==> config.mk <==
export PLATFORM = sky130hd
export DESIGN_NAME = ocfs_top
export DESIGN_NICKNAME = d
export VERILOG_FILES = /design/src/ocfs_pkg.sv /design/src/ocfs_cmp_if.sv /design/src/ocfs_top.sv /design/src/ocfs_sync.sv /design/src/ocfs_timer.sv
export SDC_FILE = /design/constraint.sdc
export NUM_CORES = 1
export LEC_CHECK = 0
export ABC_AREA = 1
export BUFFER_PORTS_ARGS = -buffer_cell sky130_fd_sc_hd__buf_2
export CAP_MARGIN = 20
export CORE_ASPECT_RATIO = 0.75
export CORE_UTILIZATION = 39
export CTS_CLUSTER_DIAMETER = 120
export CTS_CLUSTER_SIZE = 40
export DETAILED_ROUTE_END_ITERATION = 10
export SLEW_MARGIN = 20
export SYNTH_ARGS = -nofsm -noshare
export SYNTH_HDL_FRONTEND = slang
export SYNTH_SLANG_ARGS = --single-unit
export TNS_END_PERCENT = 5
==> constraint.sdc <==
create_clock -name pclk -period 2.32 [get_ports pclk]
set_input_delay 0.232 -clock pclk [delete_from_list [all_inputs] [get_ports pclk]]
set_output_delay 0.232 -clock pclk [all_outputs]
set_load 0.02 [all_outputs]
==> src/ocfs_pkg.sv <==
package ocfs_pkg;

	localparam int unsigned CLK_HZ = 40_000_000;
	localparam int unsigned WAIT_MS = 12;
	localparam int unsigned WAIT_CYC_INT = (CLK_HZ / 1000) * WAIT_MS;
	localparam logic [19:0] WAIT_CYC = WAIT_CYC_INT[19:0];
	localparam logic [2:0] MAX_ATTEMPTS = 3'h7;
	localparam int unsigned NCH = 2;
	localparam int unsigned NEXT = 4;

	// APB register byte addresses
	localparam logic [7:0] ADDR_CTRL = 8'h00;
	localparam logic [7:0] ADDR_STATUS = 8'h04;
	localparam logic [7:0] ADDR_COUNT = 8'h08;

	// Control register fields
	localparam int unsigned CTRL_EN_BIT = 0;
	localparam int unsigned CTRL_PSM_BIT = 1;
	localparam logic [1:0] CTRL_RESET = 2'h0;
	localparam logic [31:0] SLV_ERR_DATA = 32'h0000_0000;

	typedef enum logic [2:0] {
		OCFS_OFF,
		OCFS_SOFTSTART,
		OCFS_RUN,
		OCFS_SHUTDOWN,
		OCFS_LATCHED
	} ocfs_state_type;

endpackage : ocfs_pkg

==> src/ocfs_cmp_if.sv <==
interface ocfs_cmp_if;
	import ocfs_pkg::*;
	logic [7:0] raw;
	logic [7:0] sync;
	modport src (input raw, output sync);
	modport dst (input sync);
endinterface : ocfs_cmp_if

==> src/ocfs_top.sv <==
module ocfs_top
	import ocfs_pkg::*;
(
	input wire logic pclk, // Clock, 40 MHz
	input wire logic presetn, // Power-on reset, active low
	input wire logic clk_en, // Clock enable, freezes state when low
	input wire logic psel, // APB select
	input wire logic penable, // APB enable
	input wire logic pwrite, // APB write
	input wire logic [7:0] paddr, // APB byte address
	input wire logic [31:0] pwdata, // APB write data
	output logic [31:0] prdata, // APB read data
	output logic pready, // APB ready
	output logic pslverr, // APB error
	input wire logic ss_done, // Soft-start complete, same clock
	input wire logic [1:0] pwm_core, // Core PWM requests, internal channels
	input wire logic pwm_aux, // Auxiliary PWM request
	input wire logic [3:0] pwm_ext, // External phase PWM requests
	input wire logic [3:0] ext_active, // External phases in use
	input wire logic cmp_nom, // Core average above nominal level
	input wire logic cmp_raised, // Core average above raised soft-start level
	input wire logic cmp_high, // Core average above high level
	input wire logic cmp_psm, // Core average above power-saving trip
	input wire logic cmp_cap, // Timing capacitor above trip voltage
	input wire logic cmp_aux, // Auxiliary current above trip
	input wire logic [1:0] channel_current_limit, // Per-channel over limit
	output logic [1:0] upper_gate_drive, // Core upper gates
	output logic [1:0] lower_gate_drive, // Core lower gates
	output logic aux_upper_gate, // Auxiliary upper gate
	output logic aux_lower_gate, // Auxiliary lower gate
	output logic [3:0] ext_pwm_o, // External PWM level (c..f)
	output logic [3:0] ext_pwm_oe, // External PWM drive enable
	output logic power_good_o, // Open-drain power-good level (always 0)
	output logic power_good_oe, // Power-good pulls low while high
	output logic overcurrent_timer_source, // Charge timing capacitor
	output logic overcurrent_timer_ground, // Ground timing pin
	output logic ss_start, // Begin a soft-start attempt
	output logic power_saving_request_bit // Power-saving request flag
);
	// Sync lane map
	localparam int unsigned L_NOM = 0;
	localparam int unsigned L_RAISED = 1;
	localparam int unsigned L_HIGH = 2;
	localparam int unsigned L_PSM = 3;
	localparam int unsigned L_CAP = 4;
	localparam int unsigned L_AUX = 5;
	localparam int unsigned L_LIM = 6;

	typedef struct packed {
		ocfs_state_type core_st;
		logic aux_down;
		logic [2:0] core_tries;
		logic [2:0] aux_tries;
		logic [1:0] ctrl;
		logic psm_bit;
		logic [1:0] blk;
		logic [1:0] ug;
		logic [1:0] lg;
		logic aug;
		logic alg;
		logic [3:0] xo;
		logic [3:0] xoe;
		logic pg_oe;
		logic tsrc;
		logic tgnd;
		logic ss_go;
		logic tstart;
		logic [31:0] rdata;
		logic rdy;
		logic err;
	} ocfs_st_type;

	ocfs_st_type st_q, st_d;
	ocfs_cmp_if cmp ();
	logic wait_done;

	// Lanes 6 and 7 unused: channel limits take their own filtered path below
	assign cmp.raw = {2'h0, cmp_aux, cmp_cap, cmp_psm, cmp_high, cmp_raised, cmp_nom};

	ocfs_sync u_sync (
		.pclk(pclk),
		.presetn(presetn),
		.ce(clk_en),
		.cmp(cmp.src)
	);

	// Channel limits use their own filtered path, kept in registers outside the state struct
	logic [1:0] lim_s1_q, lim_s2_q, lim_s3_q, lim_q;

	always_ff @(posedge pclk or negedge presetn) begin
		if (!presetn) begin
			lim_s1_q <= '0;
			lim_s2_q <= '0;
			lim_s3_q <= '0;
			lim_q <= '0;
		end else if (clk_en) begin
			lim_s1_q <= channel_current_limit;
			lim_s2_q <= lim_s1_q;
			lim_s3_q <= lim_s2_q;
			for (int i = 0; i < NCH; i++) begin
				if (lim_s2_q[i] == lim_s3_q[i]) begin
					lim_q[i] <= lim_s3_q[i];
				end
			end
		end
	end

	ocfs_timer u_timer (
		.pclk(pclk),
		.presetn(presetn),
		.ce(clk_en),
		.start(st_q.tstart),
		.done(wait_done)
	);

	function automatic logic [31:0] rd_mux(input logic [7:0] a, input ocfs_st_type s);
		rd_mux = SLV_ERR_DATA;
		case (a)
			ADDR_CTRL: rd_mux = {29'h0, s.psm_bit, s.ctrl};
			ADDR_STATUS: rd_mux = {24'h0, s.pg_oe, s.aux_down, 3'h0, s.core_st};
			ADDR_COUNT: rd_mux = {26'h0, s.aux_tries, s.core_tries};
			default: rd_mux = SLV_ERR_DATA;
		endcase
	endfunction

	function automatic logic addr_ok(input logic [7:0] a);
		addr_ok = (a == ADDR_CTRL) || (a == ADDR_STATUS) || (a == ADDR_COUNT);
	endfunction

	logic [7:0] cs;
	logic en, psm, core_trip, aux_trip, throttle;

	always_comb begin
		st_d = st_q;
		cs = cmp.sync;
		en = st_q.ctrl[CTRL_EN_BIT];
		psm = st_q.ctrl[CTRL_PSM_BIT];
		core_trip = 1'b0;
		aux_trip = 1'b0;
		throttle = 1'b0;
		if (clk_en) begin
			st_d.tstart = 1'b0;
			st_d.ss_go = 1'b0;
			// APB slave: zero-wait, answer in the access cycle
			st_d.rdy = 1'b0;
			st_d.err = 1'b0;
			if (psel && !penable) begin
				st_d.rdy = 1'b1;
				st_d.err = !addr_ok(paddr);
				st_d.rdata = pwrite ? 32'h0 : rd_mux(paddr, st_q);
			end
			if (psel && penable && st_q.rdy && pwrite && paddr == ADDR_CTRL) begin
				st_d.ctrl = pwdata[1:0];
			end
			// Core trip decision
			if (st_q.core_st == OCFS_SOFTSTART) begin
				core_trip = cs[L_RAISED];
			end else if (st_q.core_st == OCFS_RUN) begin
				if (psm) begin
					core_trip = cs[L_PSM];
				end else begin
					throttle = cs[L_NOM];
					core_trip = cs[L_HIGH] || (cs[L_NOM] && cs[L_CAP]);
				end
			end
			st_d.tsrc = throttle;
			st_d.tgnd = !throttle;
			aux_trip = cs[L_AUX] && !st_q.aux_down &&
				(st_q.core_st == OCFS_SOFTSTART || st_q.core_st == OCFS_RUN);
			case (st_q.core_st)
				OCFS_OFF: begin
					if (en) begin
						st_d.core_st = OCFS_SOFTSTART;
						st_d.ss_go = 1'b1;
					end
				end
				OCFS_SOFTSTART, OCFS_RUN: begin
					if (core_trip) begin
						if (psm) begin
							st_d.psm_bit = 1'b1;
							st_d.ctrl[CTRL_PSM_BIT] = 1'b0;
						end
						if (st_q.core_tries == MAX_ATTEMPTS - 3'h1) begin
							st_d.core_st = OCFS_LATCHED;
						end else begin
							st_d.core_tries = st_q.core_tries + 3'h1;
							st_d.core_st = OCFS_SHUTDOWN;
							st_d.tstart = 1'b1;
						end
					end else if (aux_trip) begin
						if (st_q.aux_tries == MAX_ATTEMPTS - 3'h1) begin
							st_d.core_st = OCFS_LATCHED;
						end else begin
							st_d.aux_tries = st_q.aux_tries + 3'h1;
							st_d.aux_down = 1'b1;
							st_d.tstart = 1'b1;
						end
					end else if (st_q.core_st == OCFS_SOFTSTART && ss_done) begin
						st_d.core_st = OCFS_RUN;
						st_d.core_tries = 3'h0;
						st_d.aux_tries = 3'h0;
					end
					if (st_q.aux_down && wait_done && !core_trip) begin
						st_d.aux_down = 1'b0;
					end
				end
				OCFS_SHUTDOWN: begin
					st_d.aux_down = 1'b0;
					if (wait_done) begin
						if (en) begin
							st_d.core_st = OCFS_SOFTSTART;
							st_d.ss_go = 1'b1;
						end else begin
							st_d.core_st = OCFS_OFF;
						end
					end
				end
				OCFS_LATCHED: begin
					st_d.core_st = OCFS_LATCHED;
				end
				default: begin
					st_d.core_st = OCFS_OFF;
				end
			endcase
			// Gate drive outputs
			for (int i = 0; i < NCH; i++) begin
				if (lim_q[i]) begin
					st_d.blk[i] = 1'b1;
				end else begin
					st_d.blk[i] = 1'b0;
				end
			end
			if (st_d.core_st == OCFS_SOFTSTART || st_d.core_st == OCFS_RUN) begin
				for (int i = 0; i < NCH; i++) begin
					st_d.ug[i] = pwm_core[i] && !st_d.blk[i];
					st_d.lg[i] = !pwm_core[i] || st_d.blk[i];
				end
				st_d.xo = pwm_ext;
				st_d.xoe = ext_active;
				st_d.aug = !st_d.aux_down && pwm_aux;
				st_d.alg = !st_d.aux_down && !pwm_aux;
				st_d.pg_oe = !(st_d.core_st == OCFS_RUN && !st_d.aux_down);
			end else begin
				st_d.ug = '0;
				st_d.lg = '0;
				st_d.xo = '0;
				st_d.xoe = '0;
				st_d.aug = 1'b0;
				st_d.alg = 1'b0;
				st_d.pg_oe = 1'b1;
			end
		end
	end

	always_ff @(posedge pclk or negedge presetn) begin
		if (!presetn) begin
			st_q <= '{core_st: OCFS_OFF, ctrl: CTRL_RESET, pg_oe: 1'b1, tgnd: 1'b1,
				default: '0};
		end else begin
			st_q <= st_d;
		end
	end

	assign prdata = st_q.rdata;
	assign pready = st_q.rdy;
	assign pslverr = st_q.err;
	assign upper_gate_drive = st_q.ug;
	assign lower_gate_drive = st_q.lg;
	assign aux_upper_gate = st_q.aug;
	assign aux_lower_gate = st_q.alg;
	assign ext_pwm_o = st_q.xo;
	assign ext_pwm_oe = st_q.xoe;
	assign power_good_o = 1'b0;
	assign power_good_oe = st_q.pg_oe;
	assign overcurrent_timer_source = st_q.tsrc;
	assign overcurrent_timer_ground = st_q.tgnd;
	assign ss_start = st_q.ss_go;
	assign power_saving_request_bit = st_q.psm_bit;
endmodule // ocfs_top

==> src/ocfs_sync.sv <==
module ocfs_sync
	import ocfs_pkg::*;
(
	input wire logic pclk, // Clock
	input wire logic presetn, // Async reset, active low
	input wire logic ce, // Clock enable
	ocfs_cmp_if.src cmp // Raw in, filtered out
);
	typedef struct packed {
		logic [7:0] s1;
		logic [7:0] s2;
		logic [7:0] s3;
		logic [7:0] o;
	} ocfs_sync_st_type;

	ocfs_sync_st_type st_q, st_d;

	// Change accepted only when second and third stages agree
	always_comb begin
		st_d = st_q;
		if (ce) begin
			st_d.s1 = cmp.raw;
			st_d.s2 = st_q.s1;
			st_d.s3 = st_q.s2;
			for (int i = 0; i < 8; i++) begin
				if (st_q.s2[i] == st_q.s3[i]) begin
					st_d.o[i] = st_q.s3[i];
				end
			end
		end
	end

	always_ff @(posedge pclk or negedge presetn) begin
		if (!presetn) begin
			st_q <= '0;
		end else begin
			st_q <= st_d;
		end
	end

	assign cmp.sync = st_q.o;
endmodule // ocfs_sync

==> src/ocfs_timer.sv <==
module ocfs_timer
	import ocfs_pkg::*;
(
	input wire logic pclk, // Clock
	input wire logic presetn, // Async reset, active low
	input wire logic ce, // Clock enable
	input wire logic start, // Restart wait
	output logic done // Wait expired, one-cycle pulse
);
	typedef struct packed {
		logic [19:0] cnt;
		logic run;
		logic done;
	} ocfs_tmr_st_type;

	ocfs_tmr_st_type st_q, st_d;

	always_comb begin
		st_d = st_q;
		if (ce) begin
			st_d.done = 1'b0;
			if (start) begin
				st_d.cnt = WAIT_CYC - 20'h1;
				st_d.run = 1'b1;
			end else if (st_q.run) begin
				if (st_q.cnt == 20'h0) begin
					st_d.run = 1'b0;
					st_d.done = 1'b1;
				end else begin
					st_d.cnt = st_q.cnt - 20'h1;
				end
			end
		end
	end

	always_ff @(posedge pclk or negedge presetn) begin
		if (!presetn) begin
			st_q <= '0;
		end else begin
			st_q <= st_d;
		end
	end

	assign done = st_q.done;
endmodule // ocfs_timer

==> impl_metrics.csv <==
group,metric,value,unit
global_routing,globalRouteMet1Util,0.229,
route,drt-pass1-iter-count,5,
setup_path,worst-setup-path-type,"reg2reg",
clocking,inserted_clock_buffers,9,
timing,worst_slew_margin_rel,0.596,
setup_path,timing.critical_path.to_type,"flip-flop",
global_routing,grt.total_usage,0.160,
setup_path,timing.reg2reg.setup_slack,250,ps
synth,ys_seq_area_frac,0.455,
timing,final.setup.tns,0,ps
floorplanning,design.portCount,120,
route,detail_route.wirelength,10700,µm
placement,place.detailed.hpwl,7650,µm
cells_and_area,drive_above_1_share,0.158,
floorplanning,die_height,103,µm
synth,yosys.area.top_type,"sky130_fd_sc_hd__dfrtp_1",
floorplanning,placementRows,36,
power_and_ir_drop,peak_supply_drop,382,µV
clocking,cts_htree_levels,3,
global_routing,grt_peak_use_layer,"met2",
clocking,cts.reportedPaths.clkPinSlew,70,ps
synth,synth_top_flop_cell,"sky130_fd_sc_hd__dfrtp_1",
synth,postSynth.asyncResetShare,1.00,
setup_path,worstSetupStartpointType,"flip-flop",
power_and_ir_drop,power_density,781,nW/µm²
route,vias,4215,
synth,synthesized_area_per_cell,7.76,µm²
timing,setup_violations,0,
synth,number_of_distinct_standard_cells_referenced_by_the_synthesized_netlist,47,
global_routing,grt_remaining_overflow,0,
floorplanning,design.die.area,14000,µm²
timing,max_freq,0.482,GHz
route,detail-route-antenna-nets,0,
placement,place.port_buffers,64,
floorplanning,die_w,136,µm
hold_path,hold_depth,3,
clocking,tritoncts,"built",
setup_path,worst_ep_arrival_time,2340,ps
cells_and_area,n_diodes,0,
cells_and_area,area_growth,10.5,%
global_routing,wire_length_of_the_first_global_routing_pass,17400,µm
timing,tightest_slew,606,ps
global_routing,grt_util_met3,0.0403,
route,avgRoutedWirePerCell,12.0,µm
run,max_cap_viol_count,0,
timing,timing.clock.skew,6.75,ps
placement,globalplace.congestion,0.860,
cells_and_area,final_design_area_no_fill,5840,µm²
route,first_iter_violations,214,
synth,post_synth_edffs,0,
route,post-route-drc-count,0,
setup_path,critPathRequiredTime,2590,ps
setup_path,regToRegStartpoint,"u_timer.st_q[2]",
global_routing,initial_antenna_violation_count,0,
global_routing,grt_max_degree,61,
clocking,clkLatencyLatePin,340,ps
clocking,cts.path.max_buffers,2,
timing,layout_worst_path_cycle_share,0.894,
synth,mappedNetlistArea,5290,µm²
synth,yosys.area.top_type_share,0.445,
cells_and_area,sequential_cell_area,2400,µm²
setup_path,critPathMaxFanout,25,
clocking,clock-root-buffer,"sky130_fd_sc_hd__clkbuf_16",
hold_path,origin_of_the_worst_min_delay_path,"cmp_high",
hold_path,min_path_type,"in2reg",
synth,post-synth-top-count-cell,"sky130_fd_sc_hd__nand2_1",
synth,synth_warnings,0,
cells_and_area,num-fill-cells,1291,
synth,synthTopCellsByCount,"198 x sky130_fd_sc_hd__nand2_1, 94 x sky130_fd_sc_hd__dfrtp_1, 74 x sky130_fd_sc_hd__inv_1",
floorplanning,core_region_area,13100,µm²
synth,netlist_instances,681,
synth,top_post_synthesis_cells_by_area,"sky130_fd_sc_hd__dfrtp_1 45%, sky130_fd_sc_hd__nand2_1 14%, sky130_fd_sc_hd__buf_4 6.4%",
power_and_ir_drop,power,4.56,mW
global_routing,grt_util_met2,0.238,
timing,finalMaxSlewViolations,0,
global_routing,grt_pass1_vias,3661,
setup_path,reg2regPathDepth,9,
cells_and_area,post-route-util,0.445,
clocking,number_of_buffers_inserted_by_post_cts_setup_repair,0,
outcome,outcome,"completed",
timing,final_hold_viol_count,0,
synth,postSynthRegisterBits,96,
placement,placed_cell_area,5500,µm²
clocking,clkSinkCount,96,
power_and_ir_drop,leakage,3.12,nW
route,viasPerCell,4.70,
timing,grt_setup_unrepaired,"no",
floorplanning,floorplan.initialDensity,0.403,
timing,period_minus_slack,2070,ps
hold_path,min_to,"u_sync.st_q[26]",
setup_path,crit-reg2reg-capture,"u_timer.st_q[2]",
cells_and_area,multiInputGateArea,2210,µm²
cells_and_area,final_nets,792,
[per-layer routing]
metal | part of all wire | up-vias
li1 | - | 2165
met1 | 0.51 | 1925
met2 | 0.42 | 115
met3 | 0.060 | 10
met4 | 0.0090 | 0
met5 | 0 | -
[sequential cells by signal, indices dropped and copies added, names as in the netlist, 2 cells and up]
| register | count |
|---|---|
| lim_s2_q | 2 |
| upper_gate_drive | 2 |
| ext_pwm_oe | 4 |
| lim_q | 2 |
| u_timer.st_q | 21 |
| u_sync.cmp.sync | 6 |
| st_q | 11 |
| prdata | 8 |
| lower_gate_drive | 2 |
| ext_pwm_o | 4 |
| u_sync.st_q | 18 |
| lim_s1_q | 2 |
| lim_s3_q | 2 |
[power breakdown]
group / total [mW] / internal (mW) / switching [mW]
Clock: 1.60 / 0.946 / 0.652
Combinational: 0.921 / 0.300 / 0.621
Sequential: 2.04 / 1.88 / 0.164
[worst max-delay path by stage]
stage / start / endpoint / slack (ps)
floorplan: u_timer.st_q[2] / u_timer.st_q[11] / 670
global placement: u_timer.st_q[2] / u_timer.st_q[19] / -60
detailed placement: u_timer.st_q[2] / u_timer.st_q[4] / -90
CTS: u_timer.st_q[2] / u_timer.st_q[15] / 240
global route: u_timer.st_q[2] / u_timer.st_q[2] / 60
finish: u_timer.st_q[2] / u_timer.st_q[2] / 250
[through the flow]
step / std cells / hold WS, ps / setup slack (ps)
floorplan: 705 / -63.6 / 670
global placement: 880 / 279 / -55.6
detailed placement: 880 / 281 / -94.5
CTS: 897 / 69.0 / 236
global route: 897 / 72.6 / 59.6
finish: 897 / 83.2 / 246
[cells by family after synthesis]
| kind of cell | Yosys count | synth area share |
|---|---|---|
| simple gates | 322 | 0.260 |
| other cells | 1 | 0.000710 |
| buf+inv | 143 | 0.145 |
| flops | 96 | 0.455 |
| mux | 1 | 0.00213 |
| fa+ha+maj | 5 | 0.0118 |
| xor+xnor | 8 | 0.0133 |
| compound gates | 105 | 0.112 |
[critical path: stages (launching register included)]
cell	delay [ps]
sky130_fd_sc_hd__dfrtp_1	330
sky130_fd_sc_hd__inv_1	80
sky130_fd_sc_hd__ha_1	240
sky130_fd_sc_hd__nand3_1	170
sky130_fd_sc_hd__nor3_2	60
sky130_fd_sc_hd__nand3_1	100
sky130_fd_sc_hd__a21oi_2	80
sky130_fd_sc_hd__nor2_4	450
sky130_fd_sc_hd__inv_1	280
sky130_fd_sc_hd__a21oi_1	200
[placed cells by master (no fill, tap or decap), types with 8 or more instances in the layout]
master                      instances
sky130_fd_sc_hd__a21oi_1           19
sky130_fd_sc_hd__nand3_1           20
sky130_fd_sc_hd__conb_1            25
sky130_fd_sc_hd__xor2_1             8
sky130_fd_sc_hd__inv_1             74
sky130_fd_sc_hd__nand2_1          198
sky130_fd_sc_hd__o21ai_1            8
sky130_fd_sc_hd__nor2_1            60
sky130_fd_sc_hd__clkbuf_16          9
sky130_fd_sc_hd__buf_2             63
sky130_fd_sc_hd__o21ai_0           54
sky130_fd_sc_hd__nor3_1            12
sky130_fd_sc_hd__nand2_2            8
sky130_fd_sc_hd__dfrtp_1           94
[cell type report]
class                      count  area share
tap                          171      0.0366
inverter                      77      0.0512
multi-input combinational    466       0.379
clock buffer                   9      0.0386
clock inverter                 7      0.0163
sequential                    96       0.412
timing repair buffer          71      0.0669
[what timing repair did]
action / 4_1_cts / 5_1_grt
hold buffers: 1 / 0
setup endpoints to repair: 8 / 0
gates resized for setup: 1 / 0
endpoints found under the hold margin: 44 / 0
No activity file was read; power rests on OpenSTA's default activity.
